File: config.mk
export PLATFORM = sky130hd
export DESIGN_NAME = hdp_host_port
export DESIGN_NICKNAME = d
export VERILOG_FILES = /design/src/hw/hdp_pkg.sv /design/src/hw/hdp_stream_if.sv /design/src/hw/hdp_fifo.sv /design/src/hw/hdp_host_port.sv
export SDC_FILE = /design/constraint.sdc
export NUM_CORES = 1
export LEC_CHECK = 0
export BUFFER_PORTS_ARGS = -buffer_cell sky130_fd_sc_hd__buf_2
export CAP_MARGIN = 5
export CORE_AREA = 2 2 239 241
export CTS_BUF_LIST = sky130_fd_sc_hd__clkbuf_8
export CTS_CLUSTER_DIAMETER = 120
export CTS_CLUSTER_SIZE = 20
export DETAILED_ROUTE_END_ITERATION = 16
export DIE_AREA = 0 0 241 243
export GPL_TIMING_DRIVEN = 0
export HOLD_SLACK_MARGIN = 0.02
export PLACE_DENSITY_LB_ADDON = 0.2
export SLEW_MARGIN = 20
export SYNTH_ARGS = -nofsm -noshare
export SYNTH_HDL_FRONTEND = slang
export SYNTH_SLANG_ARGS = --single-unit
File: constraint.sdc
create_clock -name clk -period 2.9 [get_ports clk]
set_input_delay 0.435 -clock clk [delete_from_list [all_inputs] [get_ports clk]]
set_output_delay 0.435 -clock clk [all_outputs]
set_load 0.03 [all_outputs]
File: src/hw/hdp_pkg.sv
`default_nettype none
package hdp_pkg;
  // Clock period of the host logic in nanoseconds.
  localparam int CLK_PERIOD_NS = 4;

  // Pin timing targets in nanoseconds, kept above the panel's minimum figures.
  localparam int SETUP_NS       = 12;
  localparam int STROBE_NS      = 200;
  localparam int HOLD_NS        = 20;
  localparam int RECOVER_NS     = 100;
  localparam int SCLK_LOW_NS    = 100;
  localparam int SCLK_HIGH_NS   = 200;
  localparam int PANEL_RESET_NS = 2000;

  // Cycle counts, rounded up so that no interval falls short but the serial clock low, which gets one cycle less.
  localparam int TMR_W = 10;
  localparam logic [TMR_W-1:0] CNT_SETUP =
    TMR_W'((SETUP_NS + CLK_PERIOD_NS - 1) / CLK_PERIOD_NS);
  localparam logic [TMR_W-1:0] CNT_STROBE =
    TMR_W'((STROBE_NS + CLK_PERIOD_NS - 1) / CLK_PERIOD_NS);
  localparam logic [TMR_W-1:0] CNT_HOLD =
    TMR_W'((HOLD_NS + CLK_PERIOD_NS - 1) / CLK_PERIOD_NS);
  localparam logic [TMR_W-1:0] CNT_RECOVER =
    TMR_W'((RECOVER_NS + CLK_PERIOD_NS - 1) / CLK_PERIOD_NS);
  localparam logic [TMR_W-1:0] CNT_SCLK_LOW =
    TMR_W'((SCLK_LOW_NS + CLK_PERIOD_NS - 1) / CLK_PERIOD_NS);
  localparam logic [TMR_W-1:0] CNT_SCLK_HIGH =
    TMR_W'((SCLK_HIGH_NS + CLK_PERIOD_NS - 1) / CLK_PERIOD_NS);
  localparam logic [TMR_W-1:0] CNT_PANEL_RESET =
    TMR_W'((PANEL_RESET_NS + CLK_PERIOD_NS - 1) / CLK_PERIOD_NS);

  // Request queue layout: {read, data_command_select, byte}.
  localparam int BYTE_W      = 8;
  localparam int ENT_W       = 10;
  localparam int ENT_READ    = 9;
  localparam int ENT_DC      = 8;
  localparam int FIFO_DEPTH  = 32;
  localparam int SER_CLK_BIT = 0;
  localparam int SER_DAT_BIT = 1;

  // Bus mode that the panel's straps select.
  typedef enum logic [1:0] {
    HDP_MODE_6800 = 2'h0,
    HDP_MODE_8080 = 2'h1,
    HDP_MODE_SPI  = 2'h2
  } hdp_mode_t;

  // Transfer sequencer states.
  typedef enum logic [2:0] {
    ST_PANEL_RESET = 3'h0,
    ST_IDLE        = 3'h1,
    ST_SETUP       = 3'h2,
    ST_ACTIVE      = 3'h3,
    ST_HOLD        = 3'h4,
    ST_RECOVER     = 3'h5,
    ST_SER_LOW     = 3'h6,
    ST_SER_HIGH    = 3'h7
  } hdp_state_t;
endpackage
`default_nettype wire

File: src/hw/hdp_stream_if.sv
`default_nettype none
// Valid and ready word stream between the queue and the sequencer.
interface hdp_stream_if #(parameter int W = 8);
  logic         valid;
  logic         ready;
  logic [W-1:0] data;
  modport source (output valid, output data, input ready);
  modport sink   (input valid, input data, output ready);
endinterface
`default_nettype wire

File: src/hw/hdp_fifo.sv
`default_nettype none
module hdp_fifo
  import hdp_pkg::*;
#(
  parameter int W     = 8,
  parameter int DEPTH = 32
) (
  input  wire logic         clk,
  input  wire logic         rst_n,
  input  wire logic         in_valid,
  input  wire logic [W-1:0] in_data,
  output var  logic         in_ready,
  hdp_stream_if.source      out
);
  localparam int AW = $clog2(DEPTH);

  logic [W-1:0]  mem [DEPTH];
  logic [AW-1:0] wr_ptr;
  logic [AW-1:0] rd_ptr;
  logic [AW:0]   count;
  logic          nonempty;
  logic [AW-1:0] next_wr_ptr;
  logic [AW-1:0] next_rd_ptr;
  logic [AW:0]   next_count;
  logic          push;
  logic          pop;

  assign out.valid = nonempty;
  assign out.data  = mem[rd_ptr];

  // Ready and nonempty are registered so the top sees clean flop outputs.
  always_comb begin
    push        = in_valid && in_ready;
    pop         = nonempty && out.ready;
    next_wr_ptr = push ? wr_ptr + 1'b1 : wr_ptr;
    next_rd_ptr = pop ? rd_ptr + 1'b1 : rd_ptr;
    next_count  = count;
    if (push && !pop) begin
      next_count = count + 1'b1;
    end else if (pop && !push) begin
      next_count = count - 1'b1;
    end
  end

  // Storage is written only on an accepted push.
  always_ff @(posedge clk or negedge rst_n) begin
    if (!rst_n) begin
      wr_ptr   <= '0;
      rd_ptr   <= '0;
      count    <= '0;
      in_ready <= 1'b1;
      nonempty <= 1'b0;
    end else begin
      wr_ptr   <= next_wr_ptr;
      rd_ptr   <= next_rd_ptr;
      count    <= next_count;
      in_ready <= next_count != (AW+1)'(DEPTH);
      nonempty <= next_count != '0;
      if (push) begin
        mem[wr_ptr] <= in_data;
      end
    end
  end
endmodule
`default_nettype wire

File: src/hw/hdp_host_port.sv
`default_nettype none
// Function
// - The eight data lines are driven by the host on writes and released to the panel on reads.
// - In serial mode line 1 carries the serial data and line 0 the serial clock from the host.
// - In 6800 mode the read pin is the enable, raised with select low to start a transfer.
// - In 6800 mode the write pin is high for a read cycle and low for a write cycle.
// - In 8080 mode a read starts when the read pin goes low with select low.
// - In 8080 mode a write starts when the write pin goes low with select low.
// - In the parallel modes the host makes one discarded dummy read before the first display memory read after reset or after any write.
module hdp_host_port
  import hdp_pkg::*;
(
  input  wire logic              clk,
  input  wire logic              rst_n,
  input  wire logic [1:0]        bus_mode,
  input  wire logic              cmd_valid,
  input  wire logic              cmd_read,
  input  wire logic              cmd_dc,
  input  wire logic [BYTE_W-1:0] cmd_byte,
  output var  logic              cmd_ready,
  output var  logic              rsp_valid,
  output var  logic [BYTE_W-1:0] rsp_byte,
  output var  logic              busy,
  input  wire logic [BYTE_W-1:0] host_data_bus_in,
  output var  logic [BYTE_W-1:0] host_data_bus_out,
  output var  logic              host_data_bus_oe,
  output var  logic              enable_read_pin,
  output var  logic              select_write_pin,
  output var  logic              chip_select_n,
  output var  logic              data_command_select,
  output var  logic              panel_reset_n
);
  logic              rst_meta_n;
  logic              rst_sync_n;
  logic [BYTE_W-1:0] din_meta;
  logic [BYTE_W-1:0] din_sync;
  logic [1:0]        mode_meta;
  logic [1:0]        mode_sync;

  hdp_stream_if #(.W(ENT_W)) q ();

  hdp_fifo #(.W(ENT_W), .DEPTH(FIFO_DEPTH)) u_fifo (
    .clk      (clk),
    .rst_n    (rst_sync_n),
    .in_valid (cmd_valid),
    .in_data  ({cmd_read, cmd_dc, cmd_byte}),
    .in_ready (cmd_ready),
    .out      (q.source)
  );

  // Reset release is synchronised so every flop leaves reset on the same edge.
  always_ff @(posedge clk or negedge rst_n) begin
    if (!rst_n) begin
      rst_meta_n <= 1'b0;
      rst_sync_n <= 1'b0;
    end else begin
      rst_meta_n <= 1'b1;
      rst_sync_n <= rst_meta_n;
    end
  end

  // Pin inputs pass two flops; the first stage feeds only the second.
  always_ff @(posedge clk or negedge rst_sync_n) begin
    if (!rst_sync_n) begin
      din_meta  <= '0;
      din_sync  <= '0;
      mode_meta <= 2'h0;
      mode_sync <= 2'h0;
    end else begin
      din_meta  <= host_data_bus_in;
      din_sync  <= din_meta;
      mode_meta <= bus_mode;
      mode_sync <= mode_meta;
    end
  end

  hdp_state_t        state;
  hdp_state_t        next_state;
  logic [TMR_W-1:0]  timer;
  logic [TMR_W-1:0]  next_timer;
  hdp_mode_t         mode;
  hdp_mode_t         next_mode;
  logic [ENT_W-1:0]  entry;
  logic [ENT_W-1:0]  next_entry;
  logic [2:0]        bit_idx;
  logic [2:0]        next_bit_idx;
  logic              dummy_pending;
  logic              next_dummy_pending;
  logic              is_dummy;
  logic              next_is_dummy;
  logic              next_rsp_valid;
  logic [BYTE_W-1:0] next_rsp_byte;
  logic              next_busy;
  logic [BYTE_W-1:0] next_dout;
  logic              next_oe;
  logic              next_erd;
  logic              next_swr;
  logic              next_cs_n;
  logic              next_dc;
  logic              next_panel_reset_n;
  logic              tmr_done;

  // The panel's straps decide its mode; the host only mirrors them.
  assign q.ready  = (state == ST_IDLE) && !(q.data[ENT_READ] && q.data[ENT_DC]
                    && dummy_pending && hdp_mode_t'(mode_sync) != HDP_MODE_SPI);
  assign tmr_done = timer == TMR_W'(1);

  // Sequencer next state: one bus transfer per queue entry, plus a dummy read where one is due; serial reads make none.
  always_comb begin
    next_state         = state;
    next_timer         = tmr_done ? timer : timer - 1'b1;
    next_mode          = mode;
    next_entry         = entry;
    next_bit_idx       = bit_idx;
    next_dummy_pending = dummy_pending;
    next_is_dummy      = is_dummy;
    next_rsp_valid     = 1'b0;
    next_rsp_byte      = rsp_byte;
    next_busy          = busy;
    next_dout          = host_data_bus_out;
    next_oe            = host_data_bus_oe;
    next_erd           = enable_read_pin;
    next_swr           = select_write_pin;
    next_cs_n          = chip_select_n;
    next_dc            = data_command_select;
    next_panel_reset_n = panel_reset_n;
    unique case (state)
      ST_PANEL_RESET: begin
        if (tmr_done) begin
          next_panel_reset_n = 1'b1;
          next_timer         = CNT_RECOVER;
          next_state         = ST_RECOVER;
        end
      end
      ST_IDLE: begin
        next_busy = q.valid;
        // The enable rests at the strapped mode's idle level while select is high.
        // The first edge then moves no strobe with select, except in a transfer begun on the first idle cycle after reset in 6800 or after a change to or from 6800.
        next_erd  = hdp_mode_t'(mode_sync) != HDP_MODE_6800;
        if (q.valid) begin
          next_mode     = hdp_mode_t'(mode_sync);
          next_entry    = q.data;
          next_is_dummy = !q.ready;
          next_dc       = q.data[ENT_DC];
          next_timer    = CNT_SETUP;
          next_busy     = 1'b1;
          if (!q.data[ENT_READ]) begin
            next_dummy_pending = 1'b1;
          end else if (q.data[ENT_DC]) begin
            next_dummy_pending = 1'b0;
          end
          if (hdp_mode_t'(mode_sync) == HDP_MODE_SPI) begin
            if (q.data[ENT_READ]) begin
              // The serial link has no read path, so a read answers zero at once.
              next_rsp_valid = 1'b1;
              next_rsp_byte  = '0;
            end else begin
              next_cs_n    = 1'b0;
              next_oe      = 1'b1;
              next_bit_idx = 3'h7;
              next_timer   = CNT_SCLK_LOW;
              next_state   = ST_SER_LOW;
            end
          end else begin
            next_cs_n = 1'b0;
            next_oe   = !q.data[ENT_READ];
            next_dout = q.data[BYTE_W-1:0];
            if (hdp_mode_t'(mode_sync) == HDP_MODE_6800) begin
              next_swr = q.data[ENT_READ];
              next_erd = 1'b0;
            end else begin
              next_swr = 1'b1;
              next_erd = 1'b1;
            end
            next_state = ST_SETUP;
          end
        end
      end
      ST_SETUP: begin
        if (tmr_done) begin
          if (mode == HDP_MODE_6800) begin
            next_erd = 1'b1;
          end else if (entry[ENT_READ]) begin
            next_erd = 1'b0;
          end else begin
            next_swr = 1'b0;
          end
          next_timer = CNT_STROBE;
          next_state = ST_ACTIVE;
        end
      end
      ST_ACTIVE: begin
        if (tmr_done) begin
          // Read data is taken before the strobe ends, while the panel still drives it.
          if (entry[ENT_READ] && !is_dummy) begin
            next_rsp_byte = din_sync;
          end
          // Ending the strobe gives the latch edge the panel needs.
          next_erd   = mode != HDP_MODE_6800;
          next_swr   = (mode == HDP_MODE_6800) ? select_write_pin : 1'b1;
          next_timer = CNT_HOLD;
          next_state = ST_HOLD;
        end
      end
      ST_HOLD: begin
        if (tmr_done) begin
          next_cs_n      = 1'b1;
          next_oe        = 1'b0;
          next_swr       = 1'b1;
          next_dout      = '0;
          next_rsp_valid = entry[ENT_READ] && !is_dummy;
          next_timer     = CNT_RECOVER;
          next_state     = ST_RECOVER;
        end
      end
      ST_RECOVER: begin
        // Select stays high long enough to meet the panel's minimum high width.
        if (tmr_done) begin
          // Busy stays up while work is queued, so a waiter sees no gap between bytes.
          next_busy  = q.valid;
          next_state = ST_IDLE;
        end
      end
      ST_SER_LOW: begin
        next_dout[SER_CLK_BIT] = 1'b0;
        next_dout[SER_DAT_BIT] = entry[bit_idx];
        if (tmr_done) begin
          next_dout[SER_CLK_BIT] = 1'b1;
          next_timer             = CNT_SCLK_HIGH;
          next_state             = ST_SER_HIGH;
        end
      end
      ST_SER_HIGH: begin
        if (tmr_done) begin
          next_bit_idx = bit_idx - 1'b1;
          next_timer   = (bit_idx == 3'h0) ? CNT_HOLD : CNT_SCLK_LOW;
          next_state   = (bit_idx == 3'h0) ? ST_HOLD : ST_SER_LOW;
        end
      end
    endcase
  end

  // Sequencer registers; the panel is held in reset first, so the pins start quiet.
  always_ff @(posedge clk or negedge rst_sync_n) begin
    if (!rst_sync_n) begin
      state               <= ST_PANEL_RESET;
      timer               <= CNT_PANEL_RESET;
      mode                <= HDP_MODE_6800;
      entry               <= '0;
      bit_idx             <= 3'h7;
      dummy_pending       <= 1'b1;
      is_dummy            <= 1'b0;
      rsp_valid           <= 1'b0;
      rsp_byte            <= '0;
      busy                <= 1'b1;
      host_data_bus_out   <= '0;
      host_data_bus_oe    <= 1'b0;
      enable_read_pin     <= 1'b1;
      select_write_pin    <= 1'b1;
      chip_select_n       <= 1'b1;
      data_command_select <= 1'b1;
      panel_reset_n       <= 1'b0;
    end else begin
      state               <= next_state;
      timer               <= next_timer;
      mode                <= next_mode;
      entry               <= next_entry;
      bit_idx             <= next_bit_idx;
      dummy_pending       <= next_dummy_pending;
      is_dummy            <= next_is_dummy;
      rsp_valid           <= next_rsp_valid;
      rsp_byte            <= next_rsp_byte;
      busy                <= next_busy;
      host_data_bus_out   <= next_dout;
      host_data_bus_oe    <= next_oe;
      enable_read_pin     <= next_erd;
      select_write_pin    <= next_swr;
      chip_select_n       <= next_cs_n;
      data_command_select <= next_dc;
      panel_reset_n       <= next_panel_reset_n;
    end
  end
endmodule
`default_nettype wire

==> results.yml <==
status:
  outcome: "finished with violations"
  violations: "setup timing"
detailed_routing:
  drtAntennaViolNets: 0
  routed_wl_mm: 41.36
  drc: 0
  vias_per_cell: 4.823
  first_pass_iters: 4
  vias: 9019
  wl_per_cell_microns: 22.12
  drt-initial-drc-count: 656
final_layout:
  antenna_cells: 0
  area.growth.synth_to_final_pct: 18.70
  final_cell_mix: "320 x edfxtp_1, 92 x mux4_2, 75 x dfrtp_1, 61 x nand2_1, 49 x buf_2"
  design_area_sq_um: 19800
  final_common_cell: "edfxtp_1"
  nets: 1132
  stdcell_count: 1870
  drive_gt1_share_pct: 30.70
yosys:
  synth_area_leaders: "edfxtp_1 58%, mux4_2 12%, dfrtp_1 12%"
  netlist_instances: 956
  ys_ff_latch: 413
  synth_seq_area_share_pct: 71.69
  netlist_area_sq_um: 16680
  syn_nets: 992
  synth_top_area_share_pct: 57.62
  synth-main-ff-cell: "edfxtp_1"
  synth_cell_type_count: 63
  synth_top_area_cell: "edfxtp_1"
  synth_edf_count: 320
  yosysWarnings: 0
  async_flop_share_pct: 22.52
  synth_area_per_cell_sq_um: 17.44
timing:
  finalCriticalPeriod_ps: 2906
  setup_slack_ps: -6.147
  hold_slack_ps: 139.4
  maxSlewViolCount: 0
  hold_viol: 0
  fin_worst_skew_ps: 55.41
  worst_pin_slew_ps: 639.1
  timing.final.crit_share_pct: 100.2
  maxSlewHeadroom_pct: 57.40
  fmax_mhz: 344.1
  rsz0062_at_grt: "yes"
  setup_viol: 1
cts:
  tritoncts: "done"
  cts.sink_count: 413
  htree_levels: 1
  clk_latency_ps: 660
  path_clk_slew_ps: 140
  clockBufferDepth: 3
  cts_buffers: 24
  root_buffer: "clkbuf_8"
critical_path:
  ff2ff_path_depth: 11
  setup.worst_path.start: "u_fifo.rd_ptr[0]"
  worstSetupEndpoint: "u_fifo.out.valid"
  critPathCaptureType: "register"
  required_ps: 3390
  worstPathMaxFanout: 5
  startpoint_type: "register"
  arrival_ps: 3390
  regToRegSetupSlack_ps: -6
  timing.rr.end: "u_fifo.out.valid"
  r2r_start: "u_fifo.rd_ptr[0]"
  worstSetupPathType: "register to register"
pwr:
  max-vdd-ir-drop_mv: 0.4686
  clkPwrFrac_pct: 25.2
  leakage_nw: 6.758
  pwr-share-seq_pct: 64.6
  switching_power_mw: 2.675
  powerDensity_nw_per_um2: 528.6
  power.internal_mw: 7.791
  p_sw_share_pct: 25.56
  p_comb_share_pct: 10.3
flow_run:
  drv_cap: 0
place:
  io_buffer_count: 47
  dp_hpwl_mm: 27.15
  placed_cells: 1765
  gp_congestion: 0.8050
  placed_area_sq_um: 18030
  dp_slack_ps: -1187
global_route:
  grt_pass1_wl_mm: 61.46
  grt_antenna_before_repair: 2
  grt-ovfl-total: 0
  grt_max_degree: 51
  grtUsageTotal_pct: 14.16
  grt_pass1_vias: 9183
floorplanning:
  io-pin-count: 48
  row_count: 87
  initial_core_util_pct: 29.81
  core_sq_um: 55950
  die_x_microns: 241
  dieArea_sq_um: 58560
  die_y_microns: 243
min_path:
  hp-class: "input pin to asynchronous set/reset pin"
==> registers in the layout (all words and copies together), names as in the netlist, 6 cells and up <==
| name | flops |
|---|---|
| din_sync | 8 |
| u_fifo.mem | 320 |
| host_data_bus_out | 8 |
| timer | 10 |
| din_meta | 8 |
| entry | 9 |
| rsp_byte | 8 |
| u_fifo.count | 6 |
==> layout make-up <==
cell class / count / area (sq um)
inverters: 19 / 71.32
clock inverters: 20 / 92.59
clock buffers: 24 / 330.3
fillers: 5362 / 36150
multi-input cells: 476 / 4886
repair buffers: 114 / 1127
well taps: 756 / 945.9
flip-flops and latches: 413 / 11960
plain buffers: 48 / 381.6
==> power by group through the flow <==
stage | Clock, mW | Combinational [mW] | Sequential, mW
floorplan | 0 | 0.519 | 6.86
detailed placement | 0 | 0.879 | 6.89
CTS | 2.77 | 0.917 | 6.76
global placement | 0 | 0.790 | 6.90
global route | 2.96 | 1.18 | 6.79
finish | 2.63 | 1.08 | 6.76
==> synthesized netlist by cell type (all sizes together) (4+ instances only) <==
master  instances
xor2            6
mux2i          23
clkbuf         30
nand2b          6
a31oi           8
and2            4
dfstp          16
buf            18
inv            18
a21oi          26
and3           10
nand3          27
nor4            6
edfxtp        320
mux2            6
nand4           8
nand2          62
nor3           10
xnor2          16
mux4           94
nor2           73
ha             13
dfrtp          77
o21ai          38
==> logic make-up (layout without fill, tap and decap cells) <==
group / count (synthesis) / count (layout) / synth area share (%)
fa+ha+maj: 13 / 13 / 0.9753
buf+inv: 67 / 225 / 1.778
xor+xnor: 22 / 22 / 1.200
simple gates: 219 / 219 / 6.160
flops: 413 / 413 / 71.69
mux: 123 / 123 / 14.57
compound gates: 98 / 98 / 3.601
other cells: 1 / 1 / 0.02249
==> metrics by stage <==
stage / setup TNS [ps] / total power, mW / util, %
after floorplan: 0 / 7.380 / -
after global placement: -501910 / 7.689 / 31.92
after detailed placement: -62900 / 7.767 / 32.22
after CTS: -37890 / 10.44 / 33.92
after global routing: -1701 / 10.92 / 35.38
final: -6.147 / 10.47 / 35.38
==> routing by layer <==
layer / share of wire, % / routed length, microns / global-route usage, %
met5: 0.039 / 16 / 0
met4: 1.3 / 520 / 1.943
met3: 5.0 / 2081 / 2.161
met2: 49 / 20400 / 23.59
met1: 44 / 18340 / 19.98
==> worst max-delay path: stages (launching register included) <==
cell       delay, ps
dfrtp_2          430
buf_6            120
buf_6             90
mux4_2           480
and3_4           200
nor4_4           380
a2111oi_4        100
a31oi_4          260
buf_12           150
mux2i_2          200
xor2_1           250
nand4_1          120
==> worst min-delay path by stage <==
| stage | startpoint | endpoint | slack (ps) | cells past startpoint |
|---|---|---|---|---|
| 2_1_floorplan | rst_n | rst_meta_n | 140 | 0 |
| 3_3_place_gp | rst_n | rst_meta_n | 220 | 1 |
| 3_5_place_dp | rst_n | rst_meta_n | 220 | 1 |
| 4_1_cts | rst_n | rst_sync_n | 80 | 2 |
| 5_1_grt | rst_n | rst_sync_n | 110 | 2 |
| 6_report | rst_n | rst_sync_n | 140 | 2 |
==> timing repair <==
action	CTS	global route
gates cloned	0	0
pin swaps	10	30
gates resized for setup	88	52
hold buffers	11	0
endpoints found under the setup margin	312	354
hold endpoints to repair	12	0
setup buffers	8	42
Power figures use the tool's default switching activity.
